`config.mk`:
```
export PLATFORM = sky130hd
export DESIGN_NAME = pdm_port
export DESIGN_NICKNAME = d
export VERILOG_FILES = /design/src/common/pdm_pkg.sv /design/src/verilog/pdm_pin_drv.sv /design/src/verilog/pdm_port.sv
export SDC_FILE = /design/constraint.sdc
export NUM_CORES = 1
export LEC_CHECK = 0
export ABC_AREA = 1
export BUFFER_PORTS_ARGS = -buffer_cell sky130_fd_sc_hd__clkbuf_2
export CAP_MARGIN = 20
export CORE_MARGIN = 8
export CORE_UTILIZATION = 58
export DETAILED_ROUTE_END_ITERATION = 10
export PLACE_DENSITY = 0.95
export SLEW_MARGIN = 0
export SYNTH_ARGS = -nofsm -noshare
export SYNTH_HDL_FRONTEND = slang
export SYNTH_SLANG_ARGS = --single-unit
```
`constraint.sdc`:
```
create_clock -name sys_clk -period 12.73 [get_ports sys_clk]
set_input_delay 2.546 -clock sys_clk [delete_from_list [all_inputs] [get_ports sys_clk]]
set_output_delay 2.546 -clock sys_clk [all_outputs]
set_load 0.005 [all_outputs]
```
`src/common/pdm_pkg.sv`:
```
package pdm_pkg;

	// ----------------------------------------------------------------
	// Port geometry
	// ----------------------------------------------------------------
	localparam int PDM_PINS = 8;
	localparam int PDM_DM_W = 3;
	localparam int PDM_USB_LO = 6;
	localparam int PDM_USB_HI = 7;
	localparam logic [7:0] PDM_USB_MASK = 8'hc0;
	localparam logic [7:0] PDM_ALL_MASK = 8'hff;

	// ----------------------------------------------------------------
	// Drive mode codes
	// ----------------------------------------------------------------
	localparam logic [2:0] PDM_DM_HIZ_ANA = 3'h0;
	localparam logic [2:0] PDM_DM_HIZ_DIG = 3'h1;
	localparam logic [2:0] PDM_DM_RES_UP = 3'h2;
	localparam logic [2:0] PDM_DM_RES_DN = 3'h3;
	localparam logic [2:0] PDM_DM_OD_LO = 3'h4;
	localparam logic [2:0] PDM_DM_OD_HI = 3'h5;
	localparam logic [2:0] PDM_DM_STRONG = 3'h6;
	localparam logic [2:0] PDM_DM_RES_UPDN = 3'h7;

	// ----------------------------------------------------------------
	// Values after reset
	// ----------------------------------------------------------------
	localparam logic [23:0] PDM_RST_DM = 24'h000000;
	localparam logic [7:0] PDM_RST_OUT = 8'h00;
	localparam logic [1:0] PDM_RST_USB = 2'h0;

	// ----------------------------------------------------------------
	// Types
	// ----------------------------------------------------------------
	typedef enum logic [3:0] {
		PDM_SEL_DM0,
		PDM_SEL_DM1,
		PDM_SEL_DM2,
		PDM_SEL_OUT,
		PDM_SEL_BYP_OUT,
		PDM_SEL_BYP_IN,
		PDM_SEL_IRQ_RISE,
		PDM_SEL_IRQ_FALL,
		PDM_SEL_REG_OUT
	} pdm_sel_t;

	typedef struct packed {
		logic irq_fall;
		logic irq_rise;
		logic byp_in;
		logic byp_out;
		logic [2:0] pin_drive_sel;
		logic out_bit;
	} pdm_pin_cfg_t;

	typedef struct packed {
		logic [1:0] usb_pin_pull_bit;
		logic [1:0] usb_pin_drive_bit;
	} pdm_usb_cfg_t;

	typedef struct packed {
		logic hi;
		logic lo;
		logic pu;
		logic pd;
		logic ibuf;
	} pdm_drv_t;

	typedef struct packed {
		logic [7:0] hi;
		logic [7:0] lo;
		logic [7:0] pu;
		logic [7:0] pd;
		logic [7:0] ibuf;
	} pdm_pad_t;

	typedef struct packed {
		logic [7:0] dm0;
		logic [7:0] dm1;
		logic [7:0] dm2;
		logic [7:0] out_data;
		logic [7:0] byp_out;
		logic [7:0] byp_in;
		logic [7:0] rise_en;
		logic [7:0] fall_en;
		logic [7:0] reg_out;
		logic [1:0] usb_drive;
		logic [1:0] usb_pull;
		logic [7:0] level;
		logic [7:0] ibuf_prev;
		logic [7:0] status;
		logic irq;
		logic [7:0] fab_in;
	} pdm_port_st_t;

endpackage

```
`src/verilog/pdm_pin_drv.sv`:
```
`timescale 1ns/1ps

// Decodes the drive selection and data of one pin into registered pad controls.
module pdm_pin_drv (
	input wire logic sys_clk, // System clock.
	input wire logic rst, // Asynchronous reset, active high.
	input wire logic [2:0] pin_drive_sel, // Drive mode of this pin.
	input wire logic data_i, // Selected output value.
	input wire logic regulated_i, // Special pin in regulated output mode.
	input wire logic usb_sel_i, // Pin is one of the two USB-capable pins.
	input wire logic usb_mode_i, // USB-capable pins owned by the USB core.
	input wire logic usb_drive_i, // Drive bit of a USB-capable pin.
	input wire logic usb_pull_i, // Pull bit of a USB-capable pin.
	output pdm_pkg::pdm_drv_t drv // Registered pad controls.
);

	pdm_pkg::pdm_drv_t st_q;
	pdm_pkg::pdm_drv_t st_d;

	// ----------------------------------------------------------------
	// Decode
	// ----------------------------------------------------------------
	always_comb begin
		st_d = '0;
		if (usb_sel_i) begin
			if (usb_mode_i) begin
				st_d.ibuf = 1'b1;
			end else begin
				st_d.ibuf = 1'b1;
				st_d.lo = ~data_i;
				st_d.hi = data_i & usb_drive_i;
				st_d.pu = data_i & ~usb_drive_i & usb_pull_i;
			end
		end else begin
			unique case (pin_drive_sel)
				pdm_pkg::PDM_DM_HIZ_ANA: begin
					st_d.ibuf = 1'b0;
				end
				pdm_pkg::PDM_DM_HIZ_DIG: begin
					st_d.ibuf = 1'b1;
				end
				pdm_pkg::PDM_DM_RES_UP: begin
					st_d.ibuf = 1'b1;
					st_d.pu = data_i;
					st_d.lo = ~data_i;
				end
				pdm_pkg::PDM_DM_RES_DN: begin
					st_d.ibuf = 1'b1;
					st_d.hi = data_i;
					st_d.pd = ~data_i;
				end
				pdm_pkg::PDM_DM_OD_LO: begin
					st_d.ibuf = 1'b1;
					st_d.lo = ~data_i;
				end
				pdm_pkg::PDM_DM_OD_HI: begin
					st_d.ibuf = 1'b1;
					st_d.hi = data_i;
				end
				pdm_pkg::PDM_DM_STRONG: begin
					st_d.ibuf = 1'b1;
					st_d.hi = data_i;
					st_d.lo = ~data_i;
				end
				pdm_pkg::PDM_DM_RES_UPDN: begin
					st_d.ibuf = 1'b1;
					st_d.pu = data_i;
					st_d.pd = ~data_i;
				end
			endcase
			if (regulated_i) begin
				st_d.pu = 1'b0;
				st_d.pd = 1'b0;
			end
		end
	end

	always_ff @(posedge sys_clk or posedge rst) begin
		if (rst) begin
			st_q <= '0;
		end else begin
			st_q <= st_d;
		end
	end

	assign drv = st_q;

	// ----------------------------------------------------------------
	// Checks
	// ----------------------------------------------------------------
	property p_mode_analog;
		@(posedge sys_clk) disable iff (rst)
		(!usb_sel_i && pin_drive_sel == pdm_pkg::PDM_DM_HIZ_ANA) |=> (drv == '0);
	endproperty
	a_mode_analog: assert property (p_mode_analog) else $error("analog mode not fully off");

	property p_mode_digital_hiz;
		@(posedge sys_clk) disable iff (rst)
		(!usb_sel_i && pin_drive_sel == pdm_pkg::PDM_DM_HIZ_DIG)
			|=> (!drv.hi && !drv.lo && !drv.pu && !drv.pd && drv.ibuf);
	endproperty
	a_mode_digital_hiz: assert property (p_mode_digital_hiz) else $error("digital hiz wrong");

	property p_mode_strong;
		@(posedge sys_clk) disable iff (rst)
		(!usb_sel_i && pin_drive_sel == pdm_pkg::PDM_DM_STRONG)
			|=> (drv.hi == $past(data_i) && drv.lo == !$past(data_i));
	endproperty
	a_mode_strong: assert property (p_mode_strong) else $error("strong drive wrong");

	property p_mode_res_both;
		@(posedge sys_clk) disable iff (rst)
		(!usb_sel_i && !regulated_i && pin_drive_sel == pdm_pkg::PDM_DM_RES_UPDN)
			|=> (!drv.hi && !drv.lo && drv.pu == $past(data_i) && drv.pd == !$past(data_i));
	endproperty
	a_mode_res_both: assert property (p_mode_res_both) else $error("resistive mode wrong");

	property p_regulated;
		@(posedge sys_clk) disable iff (rst)
		(!usb_sel_i && regulated_i) |=> (!drv.pu && !drv.pd);
	endproperty
	a_regulated: assert property (p_regulated) else $error("resistor in regulated mode");

	property p_usb_io;
		@(posedge sys_clk) disable iff (rst)
		(usb_sel_i && !usb_mode_i && !data_i) |=> (drv.lo && !drv.hi && !drv.pu && !drv.pd);
	endproperty
	a_usb_io: assert property (p_usb_io) else $error("usb pin low drive wrong");

	property p_usb_owned;
		@(posedge sys_clk) disable iff (rst)
		(usb_sel_i && usb_mode_i) |=> (!drv.hi && !drv.lo && !drv.pu && !drv.pd);
	endproperty
	a_usb_owned: assert property (p_usb_owned) else $error("usb mode pin driven");

endmodule

```
`src/verilog/pdm_port.sv`:
```
`timescale 1ns/1ps

// What this block does
// - Each pin has its own 3-bit drive select.
// - Reset gives analog hiz, driver and buffer off on every pin; from the first clock after reset the USB-capable pins drive low with buffer on.
// - Mode 1: driver off, input buffer on.
// - Modes 2/3: resistive one side, strong other.
// - Modes 4/5: open drain low or high.
// - Mode 6: strong drive both levels.
// - Mode 7: resistive pull-up and pull-down.
// - Regulated special pin: no resistive modes.
// - Output from fabric when bypassed, else register.
// - Pin level to read register and fabric.
// - Read level separate from stored output data.
// - Per-pin rising, falling or both edge interrupts.
// - One interrupt request line per port.
// - Port-form and pin-form writes share state.
// - USB pin drive bit: open drain or strong.
// - USB pin pull bit adds pull-up high in open drain only.
// - USB mode ignores USB pin drive bits.
// - Port-wide writes never touch USB drive bits.
// - Port reset state is user programmable.
module pdm_port #(
	parameter logic HAS_USB = 1'b1,
	parameter logic [23:0] RST_DRIVE_SEL = pdm_pkg::PDM_RST_DM,
	parameter logic [7:0] RST_OUT = pdm_pkg::PDM_RST_OUT
) (
	input wire logic sys_clk, // System clock, 20 MHz.
	input wire logic rst, // Asynchronous reset, active high.
	input wire logic cfg_wr, // Port-form write strobe, one cycle.
	input pdm_pkg::pdm_sel_t cfg_sel, // Port-form register select.
	input wire logic [7:0] cfg_data, // Port-form write data, bit n is pin n.
	input wire logic pin_wr, // Pin-form write strobe, one cycle.
	input wire logic [2:0] pin_idx, // Pin addressed by a pin-form write.
	input pdm_pkg::pdm_pin_cfg_t pin_data, // Pin-form write data.
	input wire logic usb_wr, // Write strobe for the USB pin bits.
	input pdm_pkg::pdm_usb_cfg_t usb_data, // USB pin drive and pull bits.
	input wire logic usb_mode, // USB pins owned by the USB core.
	input wire logic [7:0] irq_clr, // Clear mask for edge status, one cycle.
	input wire logic [7:0] pin_in, // Sampled pin levels.
	input wire logic [7:0] fab_out, // Output values from the routing fabric.
	output pdm_pkg::pdm_pad_t pad, // Pad driver and input buffer controls.
	output logic [7:0] fab_in, // Pin levels to the routing fabric.
	output logic [7:0] pin_level_reg, // Readable pin levels.
	output logic [7:0] out_data_reg, // Readable stored output data.
	output logic [23:0] drive_mode_cfg, // Readable drive select planes.
	output logic [7:0] irq_status, // Sticky edge status per pin.
	output logic irq_req // Port interrupt request.
);

	// ----------------------------------------------------------------
	// State
	// ----------------------------------------------------------------
	localparam pdm_pkg::pdm_port_st_t RST_ST = '{
		dm0: RST_DRIVE_SEL[7:0],
		dm1: RST_DRIVE_SEL[15:8],
		dm2: RST_DRIVE_SEL[23:16],
		out_data: RST_OUT,
		usb_drive: pdm_pkg::PDM_RST_USB,
		usb_pull: pdm_pkg::PDM_RST_USB,
		default: '0
	};
	localparam logic [7:0] DM_MASK = HAS_USB ? ~pdm_pkg::PDM_USB_MASK : pdm_pkg::PDM_ALL_MASK;

	pdm_pkg::pdm_port_st_t st_q;
	pdm_pkg::pdm_port_st_t st_d;
	logic [7:0] out_val;
	logic [7:0] ibuf_w;
	logic [7:0] lvl_now;
	logic [7:0] rise_ev;
	logic [7:0] fall_ev;
	logic [7:0] edge_ev;
	logic [7:0] sel;
	logic pin_dm_ok;

	assign ibuf_w = pad.ibuf;

	// ----------------------------------------------------------------
	// Output source and input path
	// ----------------------------------------------------------------
	always_comb begin
		out_val = (st_q.byp_out & fab_out) | (~st_q.byp_out & st_q.out_data);
		lvl_now = pin_in & ibuf_w;
		rise_ev = lvl_now & ~st_q.level & st_q.rise_en & ibuf_w & st_q.ibuf_prev;
		fall_ev = ~lvl_now & st_q.level & st_q.fall_en & ibuf_w & st_q.ibuf_prev;
		edge_ev = rise_ev | fall_ev;
		sel = 8'h01 << pin_idx;
		pin_dm_ok = !(HAS_USB && (pin_idx == 3'(pdm_pkg::PDM_USB_LO)
			|| pin_idx == 3'(pdm_pkg::PDM_USB_HI)));
	end

	// ----------------------------------------------------------------
	// Next state
	// ----------------------------------------------------------------
	always_comb begin
		st_d = st_q;
		// Port form: each bit is one pin.
		if (cfg_wr) begin
			unique case (cfg_sel)
				pdm_pkg::PDM_SEL_DM0: begin
					st_d.dm0 = (st_q.dm0 & ~DM_MASK) | (cfg_data & DM_MASK);
				end
				pdm_pkg::PDM_SEL_DM1: begin
					st_d.dm1 = (st_q.dm1 & ~DM_MASK) | (cfg_data & DM_MASK);
				end
				pdm_pkg::PDM_SEL_DM2: begin
					st_d.dm2 = (st_q.dm2 & ~DM_MASK) | (cfg_data & DM_MASK);
				end
				pdm_pkg::PDM_SEL_OUT: begin
					st_d.out_data = cfg_data;
				end
				pdm_pkg::PDM_SEL_BYP_OUT: begin
					st_d.byp_out = cfg_data;
				end
				pdm_pkg::PDM_SEL_BYP_IN: begin
					st_d.byp_in = cfg_data;
				end
				pdm_pkg::PDM_SEL_IRQ_RISE: begin
					st_d.rise_en = cfg_data;
				end
				pdm_pkg::PDM_SEL_IRQ_FALL: begin
					st_d.fall_en = cfg_data;
				end
				pdm_pkg::PDM_SEL_REG_OUT: begin
					st_d.reg_out = cfg_data;
				end
				default: begin
					st_d.out_data = st_q.out_data;
				end
			endcase
		end
		// Pin form: one pin, same storage; a pin write wins over a port write.
		if (pin_wr) begin
			st_d.out_data = (st_d.out_data & ~sel) | ({8{pin_data.out_bit}} & sel);
			st_d.byp_out = (st_d.byp_out & ~sel) | ({8{pin_data.byp_out}} & sel);
			st_d.byp_in = (st_d.byp_in & ~sel) | ({8{pin_data.byp_in}} & sel);
			st_d.rise_en = (st_d.rise_en & ~sel) | ({8{pin_data.irq_rise}} & sel);
			st_d.fall_en = (st_d.fall_en & ~sel) | ({8{pin_data.irq_fall}} & sel);
			if (pin_dm_ok) begin
				st_d.dm0 = (st_d.dm0 & ~sel) | ({8{pin_data.pin_drive_sel[0]}} & sel);
				st_d.dm1 = (st_d.dm1 & ~sel) | ({8{pin_data.pin_drive_sel[1]}} & sel);
				st_d.dm2 = (st_d.dm2 & ~sel) | ({8{pin_data.pin_drive_sel[2]}} & sel);
			end
		end
		// The USB pin bits have their own write path only.
		if (usb_wr) begin
			st_d.usb_drive = usb_data.usb_pin_drive_bit;
			st_d.usb_pull = usb_data.usb_pin_pull_bit;
		end
		// Input capture, kept apart from the stored output data.
		st_d.level = lvl_now;
		st_d.fab_in = lvl_now & st_q.byp_in;
		st_d.ibuf_prev = ibuf_w;
		// An edge in the clearing cycle is kept.
		st_d.status = (st_q.status & ~irq_clr) | edge_ev;
		st_d.irq = |st_d.status;
	end

	always_ff @(posedge sys_clk or posedge rst) begin
		if (rst) begin
			st_q <= RST_ST;
		end else begin
			st_q <= st_d;
		end
	end

	// ----------------------------------------------------------------
	// Per-pin drivers
	// ----------------------------------------------------------------
	for (genvar i = 0; i < pdm_pkg::PDM_PINS; i++) begin : g_pin
		pdm_pkg::pdm_drv_t drv_w;
		logic usb_pin;
		logic usb_bit;
		assign usb_pin = HAS_USB && (i == pdm_pkg::PDM_USB_LO || i == pdm_pkg::PDM_USB_HI);
		assign usb_bit = (i == pdm_pkg::PDM_USB_HI);
		pdm_pin_drv u_drv (
			.sys_clk(sys_clk),
			.rst(rst),
			.pin_drive_sel({st_q.dm2[i], st_q.dm1[i], st_q.dm0[i]}),
			.data_i(out_val[i]),
			.regulated_i(st_q.reg_out[i]),
			.usb_sel_i(usb_pin),
			.usb_mode_i(usb_mode),
			.usb_drive_i(st_q.usb_drive[usb_bit]),
			.usb_pull_i(st_q.usb_pull[usb_bit]),
			.drv(drv_w)
		);
		assign pad.hi[i] = drv_w.hi;
		assign pad.lo[i] = drv_w.lo;
		assign pad.pu[i] = drv_w.pu;
		assign pad.pd[i] = drv_w.pd;
		assign pad.ibuf[i] = drv_w.ibuf;
	end

	// ----------------------------------------------------------------
	// Outputs
	// ----------------------------------------------------------------
	assign fab_in = st_q.fab_in;
	assign pin_level_reg = st_q.level;
	assign out_data_reg = st_q.out_data;
	assign drive_mode_cfg = {st_q.dm2, st_q.dm1, st_q.dm0};
	assign irq_status = st_q.status;
	assign irq_req = st_q.irq;

	// ----------------------------------------------------------------
	// Checks
	// ----------------------------------------------------------------
	property p_level_gated;
		@(posedge sys_clk) disable iff (rst)
		##1 (pin_level_reg == ($past(pin_in) & $past(ibuf_w)));
	endproperty
	a_level_gated: assert property (p_level_gated) else $error("pin level not gated");

	property p_out_kept;
		@(posedge sys_clk) disable iff (rst)
		(!cfg_wr && !pin_wr) |=> $stable(out_data_reg);
	endproperty
	a_out_kept: assert property (p_out_kept) else $error("output data changed");

	property p_irq_line;
		@(posedge sys_clk) disable iff (rst)
		irq_req == (|irq_status);
	endproperty
	a_irq_line: assert property (p_irq_line) else $error("irq line mismatch");

	property p_edge_sets;
		@(posedge sys_clk) disable iff (rst)
		(|edge_ev) |=> ((irq_status & $past(edge_ev)) == $past(edge_ev));
	endproperty
	a_edge_sets: assert property (p_edge_sets) else $error("edge event lost");

	property p_usb_bits;
		@(posedge sys_clk) disable iff (rst)
		!usb_wr |=> $stable(st_q.usb_drive);
	endproperty
	a_usb_bits: assert property (p_usb_bits) else $error("usb drive bits changed");

	property p_fab_in;
		@(posedge sys_clk) disable iff (rst)
		##1 (fab_in == (pin_level_reg & $past(st_q.byp_in)));
	endproperty
	a_fab_in: assert property (p_fab_in) else $error("fabric input wrong");

endmodule

```
* Word-level counts from Yosys, hierarchy flattened *
Cells that the tools add are included.

word-level totals
  register bits = 145
  logic and storage cells = 260

cells by class
  eq/ne operators = 52
  shifts and indexed selects = 1
  mux-type cells = 50
  bitwise gates (word level) = 64
  reduce and logical (&&, ||, !) cells = 40

operators with widths
  operator                                                               number
  8-bit AND                                                              29
  8-bit bitwise OR                                                       11
  3-bit equality test, second input constant                             26
  72-bit two-way mux                                                     1
  8-bit two-way mux                                                      9
  64-bit two-way mux                                                     1
  7-bit OR reduction                                                     6
  8-bit inverter                                                         5
  3-bit by 2-bit equality test with 1-bit output, second input constant  12
  3-bit OR reduction                                                     12
  1-bit two-way mux                                                      24
  24-bit two-way mux                                                     1
  8-bit by 6-bit bitwise OR with 8-bit output                            3
  2-bit OR reduction                                                     12
  3-bit by 1-bit equality test with 1-bit output, second input constant  6
  3-bit zero test                                                        6
  4-bit by 3-bit equality test with 1-bit output, second input constant  4
  2-bit two-way mux                                                      6
  1-bit case mux with 2 select lines                                     6
  1-bit inverter                                                         10
  4-bit by 2-bit equality test with 1-bit output, second input constant  2
  8-bit OR reduction                                                     1
  1-bit by 3-bit << shifter with 8-bit output, first input constant      1
  1-bit AND                                                              6
  other kinds (6)                                                        7

* Logic depth before layout (Yosys ltp) *
Gate-level depths: netlist of the first run.

  word-level depth = 9
  depth in mapped cells = 8
  depth with buffers taken out = 8

* Modules after synthesis *
From an unflattened synthesis of the first run, not the netlist that was laid out.

second synthesis, totals
  cell total of the unflattened synthesis = 889
  area, all modules = 7,387.1 µm²

by module, submodules not included
  module       times used  cells each  area an instance (µm²)
  pdm_port     1           609         5,325.1
  pdm_pin_drv  8           35          257.7

* Worst setup path after synthesis of the first run *
Ideal clock, no wire load.

  kind = input to register
  start point = in cfg_sel[1]
  end point = reg st_q[72] (netlist name)
  setup time = 122 ps
  arrival = 3,246 ps
  required time = 12,608 ps
  slack = 9,362 ps
  stages = 5
  path buffers = 1
  path through = nor3_4 nand2_2 buf_6 o211ai_2 o21ai_2

RTL lines
  item                    RTL line         RTL
  start: declaration      pdm_port.sv:31   input pdm_pkg::pdm_sel_t cfg_sel,
  end signal: assignment  pdm_port.sv:163  st_q <= st_d;
  end: declaration        pdm_port.sv:65   pdm_pkg::pdm_port_st_t st_q;

==> flow_results.xml, run 1 <==
<?xml version="1.0" encoding="UTF-8"?>
<metrics>
  <group name="power_and_ir_drop">
    <metric name="cell_area_power_density" unit="nW/um^2">177</metric>
    <metric name="static-leakage-power" unit="nW">4.21</metric>
    <metric name="power.ir.vdd_worst" unit="mV">0.115</metric>
  </group>
  <group name="synthesis">
    <metric name="yosys_warnings" unit="">0</metric>
    <metric name="syn-instance-count" unit="">779</metric>
    <metric name="synth-seq-area-share" unit="%">53.0</metric>
    <metric name="dominant_cells_by_area_after_synthesis" unit="">sky130_fd_sc_hd__dfrtp_1, sky130_fd_sc_hd__buf_4, sky130_fd_sc_hd__inv_1, sky130_fd_sc_hd__nand2_1, sky130_fd_sc_hd__nor2_1</metric>
    <metric name="synth-edff-count" unit="">0</metric>
    <metric name="synthDistinctLibCells" unit="">32</metric>
    <metric name="post_synth_instance_area" unit="um^2">6750</metric>
    <metric name="synth.top_cell.area_share" unit="%">53.0</metric>
    <metric name="ys.flop_type" unit="">sky130_fd_sc_hd__dfrtp_1</metric>
    <metric name="synth_largest_area_cell" unit="">sky130_fd_sc_hd__dfrtp_1</metric>
    <metric name="postSynthRegisterBits" unit="">143</metric>
    <metric name="async_flop_share" unit="%">100</metric>
    <metric name="postSynthAreaPerCell" unit="um^2">8.67</metric>
  </group>
  <group name="cells_and_area">
    <metric name="top_library_cells_by_usage_in_the_layout_fill_and_taps_aside" unit="">sky130_fd_sc_hd__clkbuf_2, sky130_fd_sc_hd__dfrtp_1, sky130_fd_sc_hd__inv_1</metric>
    <metric name="most_frequent_standard_cell_in_the_layout_excluding_fill_and_tap_cells" unit="">sky130_fd_sc_hd__clkbuf_2</metric>
    <metric name="register_area" unit="um^2">3580</metric>
    <metric name="antenna_cells_inserted" unit="">0</metric>
    <metric name="largest_register_ffs" unit="">49</metric>
    <metric name="largest-register" unit="">st_q</metric>
    <metric name="area_growth_syn_to_layout" unit="%">13.1</metric>
    <metric name="fin_nets" unit="">917</metric>
    <metric name="fillCellCount" unit="">878</metric>
    <metric name="multi_input_comb_area" unit="um^2">2070</metric>
    <metric name="post_route_cells_drive_above_1_share" unit="%">24.9</metric>
    <metric name="final-instance-count-excl-fill" unit="">1016</metric>
  </group>
  <group name="setup_path">
    <metric name="cell_count_along_the_critical_path" unit="">8</metric>
    <metric name="path_max_fanout" unit="">15</metric>
    <metric name="crit_buf_inv" unit="">3</metric>
    <metric name="series_of_cell_instances_along_the_critical_path" unit="">clkbuf_2 &gt; inv_1 &gt; nand2_1 &gt; inv_1 &gt; nand2_2 &gt; nand2_1 &gt; o211ai_2 &gt; o21ai_1</metric>
    <metric name="worst_r2r_startpoint" unit="">g_pin[7].u_drv.drv[0]</metric>
    <metric name="start_kind" unit="">input port</metric>
    <metric name="crit_start" unit="">cfg_sel[3]</metric>
    <metric name="worst_path_max_delay_cell" unit="">sky130_fd_sc_hd__nand2_1</metric>
    <metric name="cp_top_family" unit="">simple AND/OR/NAND/NOR gates</metric>
    <metric name="timing.setup.critical_path_class" unit="">input port to flop</metric>
    <metric name="timing.critical_path.arrival" unit="ns">4.13</metric>
    <metric name="reg2regPathDepth" unit="">8</metric>
    <metric name="crit_path_required_time" unit="ns">13.02</metric>
    <metric name="critPathMaxStageDelay" unit="ns">0.42</metric>
    <metric name="critPathCaptureType" unit="">flop</metric>
  </group>
  <group name="timing">
    <metric name="fin_tns_setup" unit="ns">0</metric>
    <metric name="worst_slew_margin_rel" unit="%">37.2</metric>
    <metric name="fin_ws" unit="ns">8.89</metric>
    <metric name="fin_hold_ws" unit="ns">0.374</metric>
    <metric name="tightest_slew" unit="ns">0.942</metric>
    <metric name="post-route-period-util" unit="%">30.2</metric>
    <metric name="layout_min_cycle_time" unit="ns">3.84</metric>
    <metric name="timing.final.max_slew_violations" unit="">0</metric>
    <metric name="setup_viol" unit="">0</metric>
    <metric name="worst_clock_skew" unit="ns">0.00807</metric>
    <metric name="fmax" unit="MHz">260</metric>
    <metric name="final_hold_viol_count" unit="">0</metric>
    <metric name="grt_setup_unrepaired" unit="">false</metric>
  </group>
  <group name="route">
    <metric name="detailedRoute.firstPassIterationCount" unit="">6</metric>
    <metric name="top_layer" unit="">met4</metric>
    <metric name="met3RoutedLength" unit="um">2070</metric>
    <metric name="detail_route.iter0.violations" unit="">592</metric>
    <metric name="wl_per_cell" unit="um">17.4</metric>
    <metric name="met2_wire_length" unit="um">8420</metric>
    <metric name="totalWireLength" unit="um">17700</metric>
    <metric name="drt.antenna.violating_nets" unit="">0</metric>
    <metric name="drc_errors" unit="">0</metric>
    <metric name="detail_route.wirelength.met1" unit="um">6780</metric>
    <metric name="post_drt_via_cell_ratio" unit="">5.47</metric>
    <metric name="vias" unit="">5556</metric>
  </group>
  <group name="cts">
    <metric name="cts-hold-fix-buffers" unit="">0</metric>
    <metric name="root_buffer" unit="">sky130_fd_sc_hd__clkbuf_16</metric>
    <metric name="clock_latency" unit="ns">0.43</metric>
    <metric name="cts.reportedPaths.clkPinSlew" unit="ns">0.06</metric>
    <metric name="post_cts_resize_count" unit="">0</metric>
    <metric name="clock-sinks" unit="">143</metric>
    <metric name="cts_max_level" unit="">4</metric>
    <metric name="post_cts.repair.setup_buffers" unit="">0</metric>
    <metric name="clock_path_buffers" unit="">2</metric>
    <metric name="cts-buffers-inserted" unit="">17</metric>
    <metric name="cts_tree" unit="">done</metric>
  </group>
  <group name="global_routing">
    <metric name="first_global_vias" unit="">5468</metric>
    <metric name="grt_max_degree" unit="">80</metric>
    <metric name="grt_overflow_total" unit="">0</metric>
    <metric name="grt_util_all_layers" unit="%">23.7</metric>
    <metric name="number_of_antenna_violations_at_the_first_check_in_global_routing" unit="">0</metric>
    <metric name="grt_pass1_wl" unit="um">27600</metric>
  </group>
  <group name="min_path">
    <metric name="min-delay-path-class" unit="">flop to flop</metric>
    <metric name="hp-start" unit="">drive_mode_cfg[15]</metric>
    <metric name="whs_path_depth" unit="">0</metric>
  </group>
  <group name="floorplan">
    <metric name="die_x" unit="um">124</metric>
    <metric name="core" unit="um^2">11400</metric>
    <metric name="initial_core_util" unit="%">59.4</metric>
    <metric name="fp.dieArea" unit="um^2">15400</metric>
    <metric name="die_height" unit="um">124</metric>
    <metric name="floorplan.io_pins" unit="">154</metric>
    <metric name="rows" unit="">39</metric>
  </group>
  <group name="placement">
    <metric name="place_hpwl" unit="um">12500</metric>
    <metric name="place_inst" unit="">984</metric>
    <metric name="port_buffers" unit="">151</metric>
    <metric name="dp_worst_setup_slack" unit="ns">8.63</metric>
    <metric name="gpl.final_weighted_congestion" unit="">0.902</metric>
  </group>
  <group name="status">
    <metric name="run_status" unit="">completed</metric>
  </group>
  <group name="job">
    <metric name="max_cap_viol_count" unit="">0</metric>
  </group>
</metrics>
layer usage:
layer / track usage, % / vias up
met2: 37.5 / 342
met3: 9.16 / 44
met5: 0 / -
met4: 9.74 / 0
met1: 28.5 / 2594
li1: - / 2576
power by group:
group          switching (W)  internal (W)
Clock               0.000187      0.000283
Sequential         0.0000615      0.000542
Combinational       0.000164      0.000111
per-stage QoR:
| step | util (%) | area, um^2 | power, W |
|---|---|---|---|
| detailed placement | 62.2 | 7070 | 0.000880 |
| floorplan | - | 6760 | 0.000803 |
| global placement | 62.2 | 7070 | 0.000865 |
| finish | 67.2 | 7630 | 0.00135 |
| global route | 67.2 | 7630 | 0.00142 |
| CTS | 67.2 | 7630 | 0.00135 |
layout make-up:
class / count / share of cell area, %
timing repair buffer: 152 / 10.0
inverter: 127 / 6.31
clock buffer: 22 / 6.21
sequential: 143 / 46.9
tap: 143 / 2.34
clock inverter: 10 / 1.13
multi-input combinational: 419 / 27.1
cells by family (layout without fill, tap and decap cells):
logic type	count (synthesis)	count (layout)	synth area share [%]
AO/OA/AOI/OAI	144	144	12.7
buffers and inverters	218	311	16.4
other	2	3	0.111
AND/OR/NAND/NOR	272	272	17.8
flip-flops	143	143	53.0
path summary, 6_finish.rpt:
kind | end | slack [ns]
setup reg to reg | irq_req | 11.51
min in group asynchronous | drive_mode_cfg[7] | 2.19
hold reg to reg | drive_mode_cfg[15] | 0.37
hold / removal | drive_mode_cfg[15] | 0.37
max in group asynchronous | g_pin[5].u_drv.drv[4] | 9.15
setup / recovery | st_q[70] | 8.89
synth_stat cells (2+ instances only):
library cell,n
sky130_fd_sc_hd__o211ai_2,6
sky130_fd_sc_hd__o21ai_0,56
sky130_fd_sc_hd__nor3_1,22
sky130_fd_sc_hd__o211ai_1,6
sky130_fd_sc_hd__o21ai_1,13
sky130_fd_sc_hd__o21ai_2,7
sky130_fd_sc_hd__nand3_1,12
sky130_fd_sc_hd__nand3b_1,6
sky130_fd_sc_hd__dfrtp_1,143
sky130_fd_sc_hd__buf_2,11
sky130_fd_sc_hd__o22ai_1,28
sky130_fd_sc_hd__nor2_1,79
sky130_fd_sc_hd__nand3_2,3
sky130_fd_sc_hd__conb_1,2
sky130_fd_sc_hd__a221oi_1,3
sky130_fd_sc_hd__nor2_4,3
sky130_fd_sc_hd__nor4_1,8
sky130_fd_sc_hd__nor2_2,3
sky130_fd_sc_hd__buf_4,67
sky130_fd_sc_hd__and2_1,6
sky130_fd_sc_hd__a21oi_1,22
sky130_fd_sc_hd__nand2_2,7
sky130_fd_sc_hd__buf_6,3
sky130_fd_sc_hd__nand2_1,121
sky130_fd_sc_hd__clkbuf_1,9
sky130_fd_sc_hd__inv_1,123
sky130_fd_sc_hd__inv_2,4
sky130_fd_sc_hd__a31oi_1,2
No activity file was read; power rests on OpenSTA's default activity.
==> inputs of run 2 (changes only) <==
--- a/config.mk
+++ b/config.mk
@@ -5,13 +5,13 @@
 export SDC_FILE = /design/constraint.sdc
 export NUM_CORES = 1
 export LEC_CHECK = 0
-export ABC_AREA = 1
+export ABC_AREA = 0
 export BUFFER_PORTS_ARGS = -buffer_cell sky130_fd_sc_hd__clkbuf_2
 export CAP_MARGIN = 20
 export CORE_MARGIN = 8
-export CORE_UTILIZATION = 58
+export CORE_UTILIZATION = 49
 export DETAILED_ROUTE_END_ITERATION = 10
-export PLACE_DENSITY = 0.95
+export PLACE_DENSITY = 0.88
 export SLEW_MARGIN = 0
 export SYNTH_ARGS = -nofsm -noshare
 export SYNTH_HDL_FRONTEND = slang
==> constraint.sdc (replaced) <==
create_clock -name sys_clk -period 3.29 [get_ports sys_clk]
set_input_delay 0.658 -clock sys_clk [delete_from_list [all_inputs] [get_ports sys_clk]]
set_output_delay 0.658 -clock sys_clk [all_outputs]
set_load 0.005 [all_outputs]
==> run 2 against run 1 <==
  * First-iteration DRC count decreased by 51%
  * Die area increased by 14%
  * Clock skew increased by 0.0022 ns
  * Global-route usage decreased by 5.4 points
  * Critical endpoint is now drive_mode_cfg[17]
  * Clock power increased to 3.6 times the previous value
  * Synthesized cell count decreased by 23%
  * Largest power group unchanged
  * Flip-flop and latch count unchanged
==> flow_results.xml, run 2 <==
<?xml version="1.0" encoding="UTF-8"?>
<metrics>
  <group name="floorplan">
    <metric name="initial_core_util" unit="%">50.1</metric>
    <metric name="core" unit="um^2">13200</metric>
    <metric name="die_x" unit="um">132</metric>
    <metric name="rows" unit="">42</metric>
    <metric name="die_height" unit="um">132</metric>
    <metric name="fp.dieArea" unit="um^2">17500</metric>
    <metric name="floorplan.io_pins" unit="">154</metric>
  </group>
  <group name="setup_path">
    <metric name="worst_path_max_delay_cell" unit="">sky130_fd_sc_hd__dfrtp_1</metric>
    <metric name="timing.critical_path.arrival" unit="ns">1.10</metric>
    <metric name="crit_start" unit="">drive_mode_cfg[17]</metric>
    <metric name="cp_top_family" unit="">flip-flops</metric>
    <metric name="critPathMaxStageDelay" unit="ns">0.50</metric>
    <metric name="worst_r2r_startpoint" unit="">pin_level_reg[4]</metric>
    <metric name="crit_end" unit="">drive_mode_cfg[17]</metric>
    <metric name="cell_count_along_the_critical_path" unit="">1</metric>
    <metric name="crit_path_required_time" unit="ns">2.63</metric>
    <metric name="crit_buf_inv" unit="">1</metric>
    <metric name="series_of_cell_instances_along_the_critical_path" unit="">clkbuf_2</metric>
    <metric name="start_kind" unit="">flop</metric>
    <metric name="r2r-end" unit="">irq_req</metric>
    <metric name="reg2regPathDepth" unit="">4</metric>
    <metric name="timing.setup.critical_path_class" unit="">flop to output port</metric>
    <metric name="critPathCaptureType" unit="">output port</metric>
    <metric name="rrSetupSlack" unit="ns">1.72</metric>
    <metric name="path_max_fanout" unit="">7</metric>
  </group>
  <group name="cells_and_area">
    <metric name="most_frequent_standard_cell_in_the_layout_excluding_fill_and_tap_cells" unit="">sky130_fd_sc_hd__clkbuf_2</metric>
    <metric name="fin_nets" unit="">734</metric>
    <metric name="final-instance-count-excl-fill" unit="">864</metric>
    <metric name="antenna_cells_inserted" unit="">0</metric>
    <metric name="final_core_utilization" unit="%">57.2</metric>
    <metric name="stdcell_area" unit="um^2">7540</metric>
    <metric name="area_growth_syn_to_layout" unit="%">14.1</metric>
    <metric name="post_route_cells_drive_above_1_share" unit="%">30.2</metric>
    <metric name="top_library_cells_by_usage_in_the_layout_fill_and_taps_aside" unit="">sky130_fd_sc_hd__clkbuf_2, sky130_fd_sc_hd__dfrtp_1, sky130_fd_sc_hd__mux2i_1</metric>
    <metric name="largest_register_ffs" unit="">49</metric>
    <metric name="largest-register" unit="">st_q</metric>
  </group>
  <group name="cts">
    <metric name="post_cts_resize_count" unit="">0</metric>
    <metric name="cts_max_level" unit="">4</metric>
    <metric name="cts-hold-fix-buffers" unit="">0</metric>
    <metric name="post_cts.repair.setup_buffers" unit="">0</metric>
    <metric name="cts_tree" unit="">done</metric>
    <metric name="root_buffer" unit="">sky130_fd_sc_hd__clkbuf_16</metric>
    <metric name="cts-buffers-inserted" unit="">17</metric>
    <metric name="clock_path_buffers" unit="">2</metric>
    <metric name="cts.reportedPaths.clkPinSlew" unit="ns">0.06</metric>
    <metric name="clock_latency" unit="ns">0.42</metric>
    <metric name="clock-sinks" unit="">143</metric>
  </group>
  <group name="global_routing">
    <metric name="grt.busiest_layer" unit="">met2</metric>
    <metric name="first_global_vias" unit="">4629</metric>
    <metric name="grtUsageMet1" unit="%">21.5</metric>
    <metric name="grt_util_all_layers" unit="%">18.2</metric>
    <metric name="grtUsageMet2" unit="%">30.1</metric>
    <metric name="grt_max_degree" unit="">70</metric>
    <metric name="grt_overflow_total" unit="">0</metric>
    <metric name="grt_pass1_wl" unit="um">24900</metric>
    <metric name="groute.layer.met3.usage" unit="%">6.25</metric>
    <metric name="number_of_antenna_violations_at_the_first_check_in_global_routing" unit="">0</metric>
  </group>
  <group name="timing">
    <metric name="timing.final.max_slew_violations" unit="">0</metric>
    <metric name="layout_min_cycle_time" unit="ns">1.75</metric>
    <metric name="worst_clock_skew" unit="ns">0.0103</metric>
    <metric name="tightest_slew" unit="ns">0.851</metric>
    <metric name="final_hold_viol_count" unit="">0</metric>
    <metric name="fmax" unit="MHz">570</metric>
    <metric name="worst_slew_margin_rel" unit="%">43.0</metric>
    <metric name="post-route-period-util" unit="%">53.3</metric>
    <metric name="setup_viol" unit="">0</metric>
    <metric name="fin_tns_setup" unit="ns">0</metric>
    <metric name="grt_setup_unrepaired" unit="">false</metric>
  </group>
  <group name="route">
    <metric name="detailedRoute.firstPassIterationCount" unit="">4</metric>
    <metric name="totalWireLength" unit="um">15600</metric>
    <metric name="vias" unit="">4456</metric>
    <metric name="post_drt_via_cell_ratio" unit="">5.16</metric>
    <metric name="wl_per_cell" unit="um">18.0</metric>
    <metric name="drc_errors" unit="">0</metric>
    <metric name="detail_route.iter0.violations" unit="">293</metric>
    <metric name="drt.antenna.violating_nets" unit="">0</metric>
  </group>
  <group name="placement">
    <metric name="port_buffers" unit="">151</metric>
    <metric name="placement.cell_area" unit="um^2">7020</metric>
    <metric name="place_hpwl" unit="um">11400</metric>
    <metric name="place_inst" unit="">834</metric>
    <metric name="gpl.final_weighted_congestion" unit="">0.784</metric>
  </group>
  <group name="synthesis">
    <metric name="synth-edff-count" unit="">0</metric>
    <metric name="postSynthAreaPerCell" unit="um^2">11.1</metric>
    <metric name="synthDistinctLibCells" unit="">36</metric>
    <metric name="postSynthRegisterBits" unit="">143</metric>
    <metric name="async_flop_share" unit="%">100</metric>
    <metric name="synth_largest_area_cell" unit="">sky130_fd_sc_hd__dfrtp_1</metric>
    <metric name="yosys_warnings" unit="">0</metric>
    <metric name="dominant_cells_by_area_after_synthesis" unit="">sky130_fd_sc_hd__dfrtp_1, sky130_fd_sc_hd__mux2i_1, sky130_fd_sc_hd__buf_4, sky130_fd_sc_hd__a21oi_1, sky130_fd_sc_hd__nand2_1</metric>
    <metric name="post_synth_instance_area" unit="um^2">6610</metric>
    <metric name="synth.top_cell.area_share" unit="%">54.1</metric>
    <metric name="commonest_cells_in_the_synthesized_netlist" unit="">sky130_fd_sc_hd__dfrtp_1, sky130_fd_sc_hd__buf_4, sky130_fd_sc_hd__mux2i_1</metric>
    <metric name="ys.flop_type" unit="">sky130_fd_sc_hd__dfrtp_1</metric>
    <metric name="syn-instance-count" unit="">598</metric>
    <metric name="synth_most_common_cell" unit="">sky130_fd_sc_hd__dfrtp_1</metric>
    <metric name="synth-seq-area-share" unit="%">54.1</metric>
  </group>
  <group name="power_and_ir_drop">
    <metric name="power.ir.vdd_worst" unit="mV">0.271</metric>
    <metric name="cell_area_power_density" unit="nW/um^2">657</metric>
    <metric name="static-leakage-power" unit="nW">3.75</metric>
  </group>
  <group name="status">
    <metric name="run_status" unit="">completed</metric>
  </group>
  <group name="job">
    <metric name="max_cap_viol_count" unit="">0</metric>
  </group>
  <group name="min_path">
    <metric name="min-delay-path-class" unit="">input port to async pin</metric>
  </group>
</metrics>
==> run 2: through the flow <==
| stage | total power (W) | setup slack (ns) | hold WS [ns] |
|---|---|---|---|
| after floorplan | 0.00303 | 0.841 | 0.393 |
| after global placement | 0.00326 | 1.20 | 0.364 |
| after detailed placement | 0.00330 | 1.13 | 0.365 |
| after CTS | 0.00501 | 1.51 | 0.338 |
| after global routing | 0.00523 | 1.42 | 0.370 |
| final | 0.00495 | 1.54 | 0.337 |
==> run 2: area by class of cell <==
| type | instances | area (um^2) |
|---|---|---|
| clock buffer | 22 | 484 |
| timing repair buffer | 154 | 803 |
| clock inverter | 8 | 40.0 |
| inverter | 2 | 11.3 |
| multi-input combinational | 359 | 2410 |
| sequential | 143 | 3580 |
| fill | 1139 | 5650 |
| tap | 176 | 220 |
==> run 2: how the worst min path moves through the flow <==
stage | from | end | slack [ns] | cells past startpoint
finish | rst | st_q[69] | 0.34 | 2
global route | rst | drive_mode_cfg[6] | 0.37 | 2
CTS | rst | drive_mode_cfg[6] | 0.34 | 2
detailed placement | drive_mode_cfg[22] | drive_mode_cfg[22] | 0.37 | 0
global placement | drive_mode_cfg[14] | drive_mode_cfg[14] | 0.36 | 0
floorplan | g_pin[0].u_drv.drv[0] | st_q[17] | 0.39 | 0
==> run 2: power breakdown <==
part	leakage, nW	switching [W]	total (W)	internal [W]
Combinational	1.72	0.000432	0.000880	0.000449
Sequential	1.76	0.000284	0.00238	0.00209
Clock	0.271	0.000675	0.00170	0.00102
==> run 2: routing by layer <==
metal / routed length (um) / vias to the layer above
li1: - / 2131
met1: 6420 / 2166
met2: 7700 / 144
met3: 1280 / 15
met4: 197 / 0
met5: 0 / -
==> run 2: logic make-up after synthesis <==
| family | count (synthesis) | share of synthesized area, % |
|---|---|---|
| muxes | 76 | 11.7 |
| buffers and inverters | 97 | 9.54 |
| other | 2 | 0.114 |
| AOI/OAI and AO/OA | 80 | 6.43 |
| xor gates and xnor gates | 12 | 1.59 |
| and+or+nand+nor | 188 | 16.5 |
| DFF | 143 | 54.1 |
